**src/rtl/fifo_access_pkg.sv**
```systemverilog
// Purpose: constants used by the indirect fifo access port, not by its word engine
// Assumes: byte-wide mcu data bus with a 16-bit address
// Notes:   word address is 13 bits, memory words are 32 bits
package fifo_access_pkg;
  localparam int          ADDR_W          = 13;
  localparam int          WORD_W          = 32;
  // register offsets on the mcu data bus
  localparam logic [15:0] OFS_DATA_BYTE0  = 16'hf0e0;
  localparam logic [15:0] OFS_DATA_BYTE1  = 16'hf0e1;
  localparam logic [15:0] OFS_DATA_BYTE2  = 16'hf0e2;
  localparam logic [15:0] OFS_DATA_BYTE3  = 16'hf0e3;
  localparam logic [15:0] OFS_ADDR_LOW    = 16'hf0e4;
  localparam logic [15:0] OFS_ADDR_HIGH   = 16'hf0e5;
  // high address / control register fields
  localparam int          HIGH_ADDR_LSB   = 0;
  localparam int          HIGH_ADDR_MSB   = 4;
  localparam int          HIGH_RESERVED_BIT = 5;
  localparam int          HIGH_BUSY_BIT   = 6;
  localparam int          HIGH_DIR_BIT    = 7;
  // reset values
  localparam logic [7:0]  RST_DATA_BYTE   = 8'h00;
  localparam logic [7:0]  RST_ADDR_LOW    = 8'h00;
  localparam logic [4:0]  RST_ADDR_HIGH   = 5'h00;
  localparam logic        RST_BUSY        = 1'b0;
  localparam logic        RST_DIR         = 1'b0;
  localparam logic        RESERVED_BIT_VALUE = 1'b0;
  localparam logic [7:0]  UNMAPPED_VALUE  = 8'h00;
  // direction encoding
  localparam logic        DIR_WRITE       = 1'b0;
  localparam logic        DIR_READ        = 1'b1;
  // word address step after each transferred word
  localparam logic [12:0] ADDR_STEP       = 13'h0001;
endpackage

```
**src/rtl/fifo_cmd_if.sv**
```systemverilog
// Purpose: carries word commands between register logic and word engine
// Assumes: single clock domain
// Notes:   start and done are one-cycle pulses
`timescale 1ns/10ps
interface fifo_cmd_if;
  logic        start;
  logic        write_op;
  logic [12:0] addr;
  logic [31:0] wdata;
  logic        done;
  logic [31:0] rdata;
  modport regs   (output start, output write_op, output addr, output wdata,
                  input done, input rdata);
  modport engine (input start, input write_op, input addr, input wdata,
                  output done, output rdata);
endinterface

```
**src/rtl/fifo_word_engine.sv**
```systemverilog
// Purpose: runs one 32-bit read or write against sector fifo memory
// Assumes: memory holds mem_ack high for one cycle per request
// Notes:   all memory-side outputs are registered
`timescale 1ns/10ps
module fifo_word_engine (
  input  wire logic        clk,
  input  wire logic        reset,
  fifo_cmd_if.engine       cmd,
  output logic             mem_req,
  output logic             mem_we,
  output logic [12:0]      mem_addr,
  output logic [31:0]      mem_wdata,
  input  wire logic        mem_ack,
  input  wire logic [31:0] mem_rdata
);
  typedef enum logic {ENG_IDLE, ENG_WAIT} eng_state_t;
  eng_state_t state_q;

  ////////////////////////////////////////////////////////////////////////
  // request sequencing
  always_ff @(posedge clk or posedge reset) begin
    if (reset) begin
      state_q   <= ENG_IDLE;
      mem_req   <= 1'b0;
      mem_we    <= 1'b0;
      mem_addr  <= '0;
      mem_wdata <= '0;
    end else begin
      case (state_q)
        ENG_IDLE: begin
          if (cmd.start) begin
            state_q   <= ENG_WAIT;
            mem_req   <= 1'b1;
            mem_we    <= cmd.write_op;
            mem_addr  <= cmd.addr;
            mem_wdata <= cmd.wdata;
          end
        end
        ENG_WAIT: begin
          if (mem_ack) begin
            state_q <= ENG_IDLE;
            mem_req <= 1'b0;
            mem_we  <= 1'b0;
          end
        end
        default: state_q <= ENG_IDLE;
      endcase
    end
  end

  // completion pulse and captured read word
  always_ff @(posedge clk or posedge reset) begin
    if (reset) begin
      cmd.done  <= 1'b0;
      cmd.rdata <= '0;
    end else begin
      cmd.done <= (state_q == ENG_WAIT) && mem_ack;
      if ((state_q == ENG_WAIT) && mem_ack && !mem_we) begin
        cmd.rdata <= mem_rdata;
      end
    end
  end
endmodule

```
**src/rtl/fifo_access_port.sv**
```systemverilog
// Purpose: mcu indirect access port into the sector fifo memory
// Assumes: mcu data bus strobes are synchronous to clk, one cycle each
// Notes:   read data answers one cycle after the read strobe
`timescale 1ns/10ps

module fifo_access_port (
  input  wire logic        clk,
  input  wire logic        reset,
  input  wire logic [15:0] xaddr,
  input  wire logic [7:0]  xwdata,
  input  wire logic        xwr,
  input  wire logic        xrd,
  output logic      [7:0]  xrdata_q,
  output logic             mem_req,
  output logic             mem_we,
  output logic      [12:0] mem_addr,
  output logic      [31:0] mem_wdata,
  input  wire logic        mem_ack,
  input  wire logic [31:0] mem_rdata
);
  fifo_cmd_if cmd ();

  logic [7:0]  data_byte_q [4];
  logic [12:0] fifo_word_address_q;
  logic        fifo_access_in_progress_q;
  logic        fifo_access_direction_q;
  logic        start_q;
  logic        write_op_q;
  logic        wr_byte_en [4];
  logic        wr_low;
  logic        wr_high;
  logic        rd_byte3;
  logic        start_d;
  logic        write_op_d;

  ////////////////////////////////////////////////////////////////////////
  // bus decode; data and address writes are dropped while busy
  always_comb begin
    for (int i = 0; i < 4; i++) begin
      wr_byte_en[i] = 1'b0;
    end
    wr_low   = 1'b0;
    wr_high  = 1'b0;
    rd_byte3 = 1'b0;
    if (xwr && !fifo_access_in_progress_q) begin
      if (xaddr == fifo_access_pkg::OFS_DATA_BYTE0) begin
        wr_byte_en[0] = 1'b1;
      end else if (xaddr == fifo_access_pkg::OFS_DATA_BYTE1) begin
        wr_byte_en[1] = 1'b1;
      end else if (xaddr == fifo_access_pkg::OFS_DATA_BYTE2) begin
        wr_byte_en[2] = 1'b1;
      end else if (xaddr == fifo_access_pkg::OFS_DATA_BYTE3) begin
        wr_byte_en[3] = 1'b1;
      end else if (xaddr == fifo_access_pkg::OFS_ADDR_LOW) begin
        wr_low = 1'b1;
      end else if (xaddr == fifo_access_pkg::OFS_ADDR_HIGH) begin
        wr_high = 1'b1;
      end
    end
    if (xrd && !fifo_access_in_progress_q && (xaddr == fifo_access_pkg::OFS_DATA_BYTE3)) begin
      rd_byte3 = 1'b1;
    end
  end

  // word command triggers
  always_comb begin
    start_d    = 1'b0;
    write_op_d = 1'b0;
    if (wr_high && xwdata[fifo_access_pkg::HIGH_DIR_BIT]) begin
      start_d = 1'b1;
    end else if (wr_byte_en[3] && (fifo_access_direction_q == fifo_access_pkg::DIR_WRITE)) begin
      start_d    = 1'b1;
      write_op_d = 1'b1;
    end else if (rd_byte3 && (fifo_access_direction_q == fifo_access_pkg::DIR_READ)) begin
      start_d = 1'b1;
    end
  end

  ////////////////////////////////////////////////////////////////////////
  // data byte registers: mcu writes or word loaded by a prefetch
  generate
    for (genvar b = 0; b < 4; b++) begin : g_byte
      always_ff @(posedge clk or posedge reset) begin
        if (reset) begin
          data_byte_q[b] <= fifo_access_pkg::RST_DATA_BYTE;
        end else if (cmd.done && !write_op_q) begin
          data_byte_q[b] <= cmd.rdata[8*b +: 8];
        end else if (wr_byte_en[b]) begin
          data_byte_q[b] <= xwdata;
        end
      end
    end
  endgenerate

  // word address: mcu writes or post-increment after each word
  always_ff @(posedge clk or posedge reset) begin
    if (reset) begin
      fifo_word_address_q <= {fifo_access_pkg::RST_ADDR_HIGH, fifo_access_pkg::RST_ADDR_LOW};
    end else if (cmd.done) begin
      fifo_word_address_q <= fifo_word_address_q + fifo_access_pkg::ADDR_STEP;
    end else if (wr_low) begin
      fifo_word_address_q[7:0] <= xwdata;
    end else if (wr_high) begin
      fifo_word_address_q[12:8] <= xwdata[fifo_access_pkg::HIGH_ADDR_MSB:
                                          fifo_access_pkg::HIGH_ADDR_LSB];
    end
  end

  // direction flag
  always_ff @(posedge clk or posedge reset) begin
    if (reset) begin
      fifo_access_direction_q <= fifo_access_pkg::RST_DIR;
    end else if (wr_high) begin
      fifo_access_direction_q <= xwdata[fifo_access_pkg::HIGH_DIR_BIT];
    end
  end

  // busy flag: set by a started word, cleared on completion only
  always_ff @(posedge clk or posedge reset) begin
    if (reset) begin
      fifo_access_in_progress_q <= fifo_access_pkg::RST_BUSY;
    end else if (start_d) begin
      fifo_access_in_progress_q <= 1'b1;
    end else if (cmd.done) begin
      fifo_access_in_progress_q <= 1'b0;
    end
  end

  // command pulse to the word engine
  always_ff @(posedge clk or posedge reset) begin
    if (reset) begin
      start_q    <= 1'b0;
      write_op_q <= 1'b0;
    end else begin
      start_q <= start_d;
      if (start_d) begin
        write_op_q <= write_op_d;
      end
    end
  end

  assign cmd.start    = start_q;
  assign cmd.write_op = write_op_q;
  assign cmd.addr     = fifo_word_address_q;
  assign cmd.wdata    = {data_byte_q[3], data_byte_q[2], data_byte_q[1], data_byte_q[0]};

  ////////////////////////////////////////////////////////////////////////
  // registered read data, unmapped offsets read as zero
  always_ff @(posedge clk or posedge reset) begin
    if (reset) begin
      xrdata_q <= fifo_access_pkg::UNMAPPED_VALUE;
    end else if (xrd) begin
      if (xaddr == fifo_access_pkg::OFS_DATA_BYTE0) begin
        xrdata_q <= data_byte_q[0];
      end else if (xaddr == fifo_access_pkg::OFS_DATA_BYTE1) begin
        xrdata_q <= data_byte_q[1];
      end else if (xaddr == fifo_access_pkg::OFS_DATA_BYTE2) begin
        xrdata_q <= data_byte_q[2];
      end else if (xaddr == fifo_access_pkg::OFS_DATA_BYTE3) begin
        xrdata_q <= data_byte_q[3];
      end else if (xaddr == fifo_access_pkg::OFS_ADDR_LOW) begin
        xrdata_q <= fifo_word_address_q[7:0];
      end else if (xaddr == fifo_access_pkg::OFS_ADDR_HIGH) begin
        xrdata_q <= {fifo_access_direction_q, fifo_access_in_progress_q,
                     fifo_access_pkg::RESERVED_BIT_VALUE, fifo_word_address_q[12:8]};
      end else begin
        xrdata_q <= fifo_access_pkg::UNMAPPED_VALUE;
      end
    end
  end

  fifo_word_engine u_engine (
    .clk       (clk),
    .reset     (reset),
    .cmd       (cmd),
    .mem_req   (mem_req),
    .mem_we    (mem_we),
    .mem_addr  (mem_addr),
    .mem_wdata (mem_wdata),
    .mem_ack   (mem_ack),
    .mem_rdata (mem_rdata)
  );

  ////////////////////////////////////////////////////////////////////////
  // checks
  AST_BYTE3_WRITE: assert property (@(posedge clk) disable iff (reset)
    wr_byte_en[3] && !fifo_access_direction_q |=> data_byte_q[3] == $past(xwdata))
    else $error("data byte 3 did not take the written value");
  AST_ADDR_LOW_WRITE: assert property (@(posedge clk) disable iff (reset)
    wr_low |=> fifo_word_address_q[7:0] == $past(xwdata))
    else $error("low address byte did not take the written value");
  AST_HIGH_READBACK: assert property (@(posedge clk) disable iff (reset)
    xrd && xaddr == fifo_access_pkg::OFS_ADDR_HIGH |=>
      xrdata_q[5] == 1'b0 && xrdata_q[4:0] == $past(fifo_word_address_q[12:8])
      && xrdata_q[6] == $past(fifo_access_in_progress_q))
    else $error("high register readback wrong");
  AST_BUSY_DURING_REQ: assert property (@(posedge clk) disable iff (reset)
    mem_req |-> fifo_access_in_progress_q)
    else $error("memory request without busy");
  AST_BUSY_HOLDS: assert property (@(posedge clk) disable iff (reset)
    fifo_access_in_progress_q && !cmd.done |=> fifo_access_in_progress_q)
    else $error("busy dropped before completion");
  AST_DIR_WRITE: assert property (@(posedge clk) disable iff (reset)
    wr_high |=> fifo_access_direction_q == $past(xwdata[7]))
    else $error("direction flag did not follow the write");
  AST_PREFETCH_START: assert property (@(posedge clk) disable iff (reset)
    wr_high && xwdata[7] |-> ##2 mem_req && !mem_we)
    else $error("prefetch did not start after high write in read direction");
  AST_COMMIT_START: assert property (@(posedge clk) disable iff (reset)
    wr_byte_en[3] && !fifo_access_direction_q |-> ##2
      mem_req && mem_we && mem_wdata[31:24] == $past(xwdata, 2))
    else $error("word commit did not start after byte 3 write");
  AST_DONE_STEP: assert property (@(posedge clk) disable iff (reset)
    cmd.done |=> !fifo_access_in_progress_q
      && fifo_word_address_q == $past(fifo_word_address_q) + 13'h0001)
    else $error("completion did not clear busy and step the address");
  AST_NO_EARLY_PREFETCH: assert property (@(posedge clk) disable iff (reset)
    fifo_access_direction_q && !fifo_access_in_progress_q && !rd_byte3 && !wr_high
      && !wr_byte_en[3] |=> !fifo_access_in_progress_q)
    else $error("prefetch started without a byte 3 read");
endmodule

```
**config.mk**
```make
export PLATFORM = sky130hd
export DESIGN_NAME = fifo_access_port
export DESIGN_NICKNAME = d
export VERILOG_FILES = /design/src/rtl/fifo_access_pkg.sv /design/src/rtl/fifo_cmd_if.sv /design/src/rtl/fifo_word_engine.sv /design/src/rtl/fifo_access_port.sv
export SDC_FILE = /design/constraint.sdc
export NUM_CORES = 1
export LEC_CHECK = 0
export ABC_AREA = 0
export BUFFER_PORTS_ARGS = -buffer_cell sky130_fd_sc_hd__buf_4
export CORE_MARGIN = 3
export CORE_UTILIZATION = 45
export DETAILED_ROUTE_END_ITERATION = 10
export PLACE_DENSITY = 0.71
export SLEW_MARGIN = 10
export SYNTH_ARGS = -nofsm -noshare
export SYNTH_HDL_FRONTEND = slang
export SYNTH_SLANG_ARGS = --single-unit
```
**constraint.sdc**
```tcl
create_clock -name clk -period 5.8 [get_ports clk]
set_input_delay 1.74 -clock clk [delete_from_list [all_inputs] [get_ports clk]]
set_output_delay 1.74 -clock clk [all_outputs]
set_load 0.005 [all_outputs]
```
==> flow_summary.yaml, run 1 <==
worst_setup_path:
  worst_r2r_startpoint: "fifo_access_in_progress_q"
  critPathSlowestCell: "sky130_fd_sc_hd__nor3b_2"
  path_class: "primary input to register"
  timing.critical_path.slowest_cell_delay_ns: 0.69
  start_kind: "primary input"
  timing.critical_path.cells: "buf_4 > nor3b_2 > nand4_1 > or3_1 > a21boi_0"
  crit_required_ns: 6.14
  timing.reg2reg.worst_path_depth: 4
  ff2ff_setup_slack_ns: 3.32
  critPathCaptureType: "register"
  worstPathBufferInverterCount: 1
  worst-path-max-fanout: 17
  critical_path.top_delay_family: "simple AND/OR/NAND/NOR gates"
  worst-endpoint-arrival_ns: 3.98
  terminus_of_the_critical_flop_to_flop_path: "cmd.addr[3]"
sta:
  final_critical_path_time_including_i_o_delays_and_setup_ns: 3.64
  rsz0062_at_grt: "false"
  timing.slew.headroom: 0.192
  maximum_clock_frequency_ghz: 0.274
  slew_violations: 0
  post-route-period-util: 0.628
  setup_viol: 0
  tightestPinTransition_ns: 1.21
  final_report_hold_violation_count: 0
  hold_slack_ns: 0.498
  clock-skew-final_ns: 0.00599
  timing.setup.tns_ns: 0
routing:
  drc_marker_count_from_the_first_detailed_route_iteration: 584
  vias_per_cell: 6.16
  firstDrtPassIters: 5
  wl_per_cell_um: 21.2
  drt_wl_total_um: 18300
  drtAntennaViolNets: 0
  detail_route.drc_violations: 0
  routed-via-count: 5320
grt:
  vias_in_the_first_global_route: 5244
  maximum_number_of_pins_on_one_net_before_global_route_repair: 77
  grt_overflow: 0
  number_of_antenna_violations_at_the_first_check_in_global_routing: 0
  grt_pass1_wl_um: 29400
  grt_use_total: 0.237
final_layout:
  design.final.nets: 733
  antennaDiodeCount: 0
  share_of_layout_cells_above_drive_strength_1: 0.364
  syn_to_final_growth_pct: 24.6
  fillers: 1203
synthesis:
  synth-edff-count: 0
  post_synth.cell_area_avg_um2: 11.3
  synth-async-reset-ratio: 1.00
  netlist-cell-type-count: 64
  synth_nets: 636
  proportion_of_synthesized_chip_area_in_sequential_cells: 0.533
  synth_flop_type: "sky130_fd_sc_hd__dfrtp_1"
  synthesis.area_mm2: 0.00648
  yosys_warnings: 0
  ys_ff_latch: 138
  post_synth_inst_count: 574
clock_network:
  ctsResizeCount: 0
  cts-buffers-inserted: 17
  cts_setup_buffers: 0
  clockBufferDepth: 2
  hold_fix_buffer_count_after_cts: 0
  worst_setup_hold_path_clk_slew_ns: 0.06
  tritoncts_num_sinks: 138
  clock-root-buffer: "sky130_fd_sc_hd__clkbuf_16"
  tritoncts_clock_tree: "done"
  clock_latency_ns: 0.42
  cts_max_level: 4
place:
  dp_hpwl_um: 13000
  globalplace.congestion: 0.914
  input_output_buffers: 115
floorplan:
  chipWidth_um: 126
  dieArea_mm2: 0.0159
  floorplan.initialDensity: 0.463
  standard_cell_row_count: 43
  dieHeight_um: 126
  core_mm2: 0.0140
  ioPinCount: 116
run_status:
  status: "completed"
power:
  post-layout-total-power_uw: 3060
  powerDensity_mw_per_mm2: 379
  power.static_leakage_uw: 0.00369
  vdd_ir_drop_max_uv: 195
min_path:
  whs_path_depth: 2
  endpoint_worst_hold: "u_engine.mem_wdata[21]"
  worst_hold_path_type: "register to register"
  min_from: "u_engine.mem_wdata[21]"
flow_run:
  maxcap_viol_count: 0
-- worst max-delay path by stage --
stage	from	to	slack (ns)	cells after the start
2_1_floorplan	reset	cmd.addr[0]	0.36	1
3_3_place_gp	xaddr[3]	cmd.write_op	1.94	5
3_5_place_dp	xaddr[3]	cmd.write_op	1.76	5
4_1_cts	xaddr[3]	cmd.write_op	2.19	5
5_1_grt	xaddr[1]	cmd.write_op	2.00	5
6_report	xaddr[3]	cmd.write_op	2.16	5
-- sequential cells by signal, indices dropped and copies added (netlist names) --
signal                     flops
cmd.wdata                     32
u_engine.cmd.rdata            32
u_engine.mem_wdata            32
cmd.addr                      13
u_engine.mem_addr             13
xrdata_q                       8
cmd.start                      1
cmd.write_op                   1
fifo_access_direction_q        1
fifo_access_in_progress_q      1
u_engine.cmd.done              1
u_engine.mem_req               1
u_engine.mem_we                1
u_engine.state_q               1
-- final cells by class --
class / instances / area (µm²) / share of cell area
clock buffer: 20 / 457 / 0.0566
clock inverter: 12 / 188 / 0.0233
inverter: 7 / 28.8 / 0.00357
multi-input combinational: 388 / 2830 / 0.350
sequential: 138 / 3450 / 0.428
tap: 180 / 225 / 0.0279
timing repair buffer: 119 / 893 / 0.111
-- Yosys cell counts (5+ instances only) --
library cell	count	area [µm²]
sky130_fd_sc_hd__a21oi_1	50	250
sky130_fd_sc_hd__a22oi_1	6	45.0
sky130_fd_sc_hd__a31oi_1	35	219
sky130_fd_sc_hd__and3_1	5	31.3
sky130_fd_sc_hd__buf_1	5	18.8
sky130_fd_sc_hd__buf_2	8	40.0
sky130_fd_sc_hd__clkbuf_1	24	90.1
sky130_fd_sc_hd__dfrtp_1	138	3450
sky130_fd_sc_hd__inv_1	7	26.3
sky130_fd_sc_hd__mux2_2	80	901
sky130_fd_sc_hd__nand2_1	13	48.8
sky130_fd_sc_hd__nand2b_1	5	31.3
sky130_fd_sc_hd__nand3_1	6	30.0
sky130_fd_sc_hd__nand4_1	10	62.6
sky130_fd_sc_hd__nor2_1	37	139
sky130_fd_sc_hd__nor2b_1	7	43.8
sky130_fd_sc_hd__o21a_1	6	45.0
sky130_fd_sc_hd__o21ai_0	47	235
sky130_fd_sc_hd__o31ai_1	8	60.1
-- metal layers --
metal / wire (µm) / share of wire / track usage
met5: 0 / 0 / 0
met4: 472 / 0.026 / 0.0744
met3: 1660 / 0.090 / 0.0577
met2: 8470 / 0.46 / 0.364
met1: 7740 / 0.42 / 0.333
-- cell usage in the layout (no fill, tap or decap), types with 3 or more instances in the layout --
| master | instances |
|---|---|
| sky130_fd_sc_hd__nand4_1 | 10 |
| sky130_fd_sc_hd__o31ai_1 | 8 |
| sky130_fd_sc_hd__nor4_1 | 3 |
| sky130_fd_sc_hd__nand2b_1 | 4 |
| sky130_fd_sc_hd__nor2b_1 | 7 |
| sky130_fd_sc_hd__nor3_2 | 3 |
| sky130_fd_sc_hd__dfrtp_1 | 138 |
| sky130_fd_sc_hd__a22oi_1 | 6 |
| sky130_fd_sc_hd__and4_1 | 4 |
| sky130_fd_sc_hd__nor2_1 | 37 |
| sky130_fd_sc_hd__o21a_1 | 6 |
| sky130_fd_sc_hd__o211a_1 | 4 |
| sky130_fd_sc_hd__nand2_1 | 13 |
| sky130_fd_sc_hd__and3_1 | 5 |
| sky130_fd_sc_hd__o21ai_0 | 47 |
| sky130_fd_sc_hd__a211oi_1 | 3 |
| sky130_fd_sc_hd__buf_4 | 119 |
| sky130_fd_sc_hd__mux2_2 | 80 |
| sky130_fd_sc_hd__clkbuf_16 | 17 |
| sky130_fd_sc_hd__a41oi_1 | 4 |
| sky130_fd_sc_hd__bufinv_16 | 4 |
| sky130_fd_sc_hd__inv_1 | 6 |
| sky130_fd_sc_hd__nand3_1 | 6 |
| sky130_fd_sc_hd__o21ai_1 | 3 |
| sky130_fd_sc_hd__a31oi_1 | 35 |
| sky130_fd_sc_hd__a21oi_1 | 50 |
| sky130_fd_sc_hd__clkinv_4 | 3 |
| sky130_fd_sc_hd__mux2i_1 | 4 |
-- power breakdown --
| part | internal (µW) | switching [µW] |
|---|---|---|
| combinational | 230 | 219 |
| sequential | 1190 | 242 |
| clock | 749 | 425 |
| total | 2170 | 886 |
-- tightest hold or removal path, stage by stage, from the launching register on --
cell and delay [ns]:
sky130_fd_sc_hd__dfrtp_1 0.36, sky130_fd_sc_hd__nand2_1 0.05, sky130_fd_sc_hd__o21ai_0 0.06
-- logic make-up (layout without fill, tap and decap cells) --
group / after synthesis / in the layout / synth area share
simple gates: 123 / 123 / 0.120
buf+inv: 48 / 158 / 0.0309
compound gates: 178 / 178 / 0.165
mux: 86 / 86 / 0.149
flops: 138 / 138 / 0.533
fa+ha+maj: 1 / 1 / 0.00193
-- through the flow --
stage | area, µm² | cells | setup WS (ns) | utilization
after floorplan | 6480 | 574 | 0.364 | -
after global placement | 7430 | 832 | 1.94 | 0.531
after detailed placement | 7430 | 832 | 1.76 | 0.531
after CTS | 8070 | 864 | 2.19 | 0.577
after global routing | 8070 | 864 | 2.00 | 0.577
final | 8070 | 864 | 2.16 | 0.577
(Power assumes the default switching activity.)
==> run 2: changes to the inputs <==
clock period = 3.6 ns   (was 5.8 ns; I/O delays follow)
==> flow_summary.yaml, run 2 (synthesis gave the netlist of run 1 again) <==
place:
  numPlacedInstances: 836
  input_output_buffers: 115
  dp_hpwl_um: 12600
  globalplace.congestion: 0.956
worst_setup_path:
  ff2ff_setup_slack_ns: 1.46
  critPathCaptureType: "register"
  terminus_of_the_critical_flop_to_flop_path: "cmd.wdata[1]"
  worst_r2r_startpoint: "u_engine.cmd.done"
  worst-path-max-fanout: 17
  crit_start: "xaddr[9]"
  worst-endpoint-arrival_ns: 2.78
  start_kind: "primary input"
  timing.critical_path.to: "cmd.wdata[15]"
  crit_required_ns: 3.90
  timing.reg2reg.worst_path_depth: 3
  path_class: "primary input to register"
flow_run:
  maxcap_viol_count: 0
routing:
  drtAntennaViolNets: 0
  firstDrtPassIters: 6
  drt_wl_total_um: 17800
  routed-via-count: 5219
  detail_route.drc_violations: 0
  wl_per_cell_um: 20.5
  drc_marker_count_from_the_first_detailed_route_iteration: 491
  vias_per_cell: 6.01
power:
  vdd_ir_drop_max_uv: 324
  clock_power_share: 0.361
  comb_power_share: 0.153
  power.sequential.fraction: 0.487
  total_switching_power_uw: 1410
  power.static_leakage_uw: 0.00368
  power_switching_share: 0.297
  total_internal_power_uw: 3330
  powerDensity_mw_per_mm2: 588
floorplan:
  floorplan.initialDensity: 0.463
  core_mm2: 0.0140
  dieHeight_um: 126
  dieArea_mm2: 0.0159
  chipWidth_um: 126
  standard_cell_row_count: 43
  ioPinCount: 116
clock_network:
  clockBufferDepth: 2
  cts_setup_buffers: 0
  clock-root-buffer: "sky130_fd_sc_hd__clkbuf_16"
  hold_fix_buffer_count_after_cts: 0
  tritoncts_num_sinks: 138
  worst_setup_hold_path_clk_slew_ns: 0.06
  cts_max_level: 4
  tritoncts_clock_tree: "done"
  ctsResizeCount: 0
  clock_latency_ns: 0.43
  cts-buffers-inserted: 17
sta:
  final_report_hold_violation_count: 0
  tightestPinTransition_ns: 1.20
  final_critical_path_time_including_i_o_delays_and_setup_ns: 2.47
  timing.slew.headroom: 0.202
  timing.setup.tns_ns: 0
  slew_violations: 0
  rsz0062_at_grt: "false"
  post-route-period-util: 0.687
  clock-skew-final_ns: 0.0103
  maximum_clock_frequency_ghz: 0.404
  setup_viol: 0
final_layout:
  antennaDiodeCount: 0
  share_of_layout_cells_above_drive_strength_1: 0.365
  fillers: 1188
  design.final.nets: 737
  most_frequent_standard_cell_in_the_layout_excluding_fill_and_tap_cells: "sky130_fd_sc_hd__dfrtp_1"
  multiInputGateArea_mm2: 0.00283
  most-common-layout-cells: "138 x sky130_fd_sc_hd__dfrtp_1, 121 x sky130_fd_sc_hd__buf_4, 80 x sky130_fd_sc_hd__mux2_2, 50 x sky130_fd_sc_hd__a21oi_1, 47 x sky130_fd_sc_hd__o21ai_0"
  layout.cells.non_filler: 868
  layout.area.seq_mm2: 0.00345
  syn_to_final_growth_pct: 24.4
grt:
  grt_overflow: 0
  vias_in_the_first_global_route: 5140
  number_of_antenna_violations_at_the_first_check_in_global_routing: 0
  maximum_number_of_pins_on_one_net_before_global_route_repair: 59
  grt_pass1_wl_um: 28100
  grt_use_total: 0.228
min_path:
  worst_hold_path_type: "register to register"
  whs_path_depth: 1
run_status:
  status: "completed"
run 2: cell types whose count changed in the layout (fill, tap and decap cells not counted):
cell and delta:
sky130_fd_sc_hd__inv_6 -1, sky130_fd_sc_hd__bufinv_16 -2, sky130_fd_sc_hd__buf_12 +2, sky130_fd_sc_hd__buf_4 +2, sky130_fd_sc_hd__clkbuf_8 -1, sky130_fd_sc_hd__clkbuf_1 +2
sky130_fd_sc_hd__clkinvlp_4 +2, sky130_fd_sc_hd__clkinv_4 -1, sky130_fd_sc_hd__inv_8 -1, sky130_fd_sc_hd__clkinv_2 +3, sky130_fd_sc_hd__inv_4 -1
run 2: routing by layer:
metal  track usage  up-vias  routed length [µm]  part of all wire
li1              -     2361                   -                 -
met1         0.312     2592                7480              0.42
met2         0.343      238                8190              0.46
met3        0.0759       28                1700             0.096
met4        0.0751        0                 384             0.022
met5             0        -                   0                 0
run 2: metrics by stage:
step                cell area [µm²]  setup WS, ns  utilization  power (µW)  hold slack [ns]
floorplan                      6480         0.799            -        2680            0.461
global placement               7480         0.807        0.535        2990            0.489
detailed placement             7480         0.713        0.535        3040            0.495
CTS                            8050          1.16        0.576        4740            0.508
global route                   8050          1.01        0.576        4940            0.523
finish                         8050          1.13        0.576        4740            0.505
run 2: worst min path at each step:
stage	start	to	slack, ns
6_report	u_engine.mem_addr[2]	u_engine.mem_addr[2]	0.51
5_1_grt	u_engine.mem_wdata[7]	u_engine.mem_wdata[7]	0.52
4_1_cts	u_engine.mem_wdata[9]	u_engine.mem_wdata[9]	0.51
3_5_place_dp	u_engine.mem_wdata[24]	u_engine.mem_wdata[24]	0.49
3_3_place_gp	u_engine.cmd.rdata[25]	u_engine.cmd.rdata[25]	0.49
2_1_floorplan	cmd.start	u_engine.state_q	0.46
run 2: worst max-delay path, stage by stage:
cell	delay, ns
sky130_fd_sc_hd__buf_4	0.12
sky130_fd_sc_hd__nor4_4	0.42
sky130_fd_sc_hd__nand4_1	0.60
sky130_fd_sc_hd__o21ai_0	0.44
sky130_fd_sc_hd__a21oi_1	0.11
run 2: cell type report:
type | count | share of cell area
Multi-Input combinational cell | 388 | 0.351
Tap cell | 180 | 0.0280
Timing Repair Buffer | 123 | 0.118
Sequential cell | 138 | 0.429
Clock inverter | 11 | 0.0151
Clock buffer | 21 | 0.0559
Inverter | 7 | 0.00373
run 2: power groups by stage:
stage / logic, µW / clock network, µW / registers (µW)
4_1_cts: 730 / 1720 / 2290
2_1_floorplan: 557 / 0 / 2120
6_report: 724 / 1710 / 2310
3_5_place_dp: 722 / 0 / 2320
5_1_grt: 812 / 1780 / 2350
3_3_place_gp: 683 / 0 / 2300
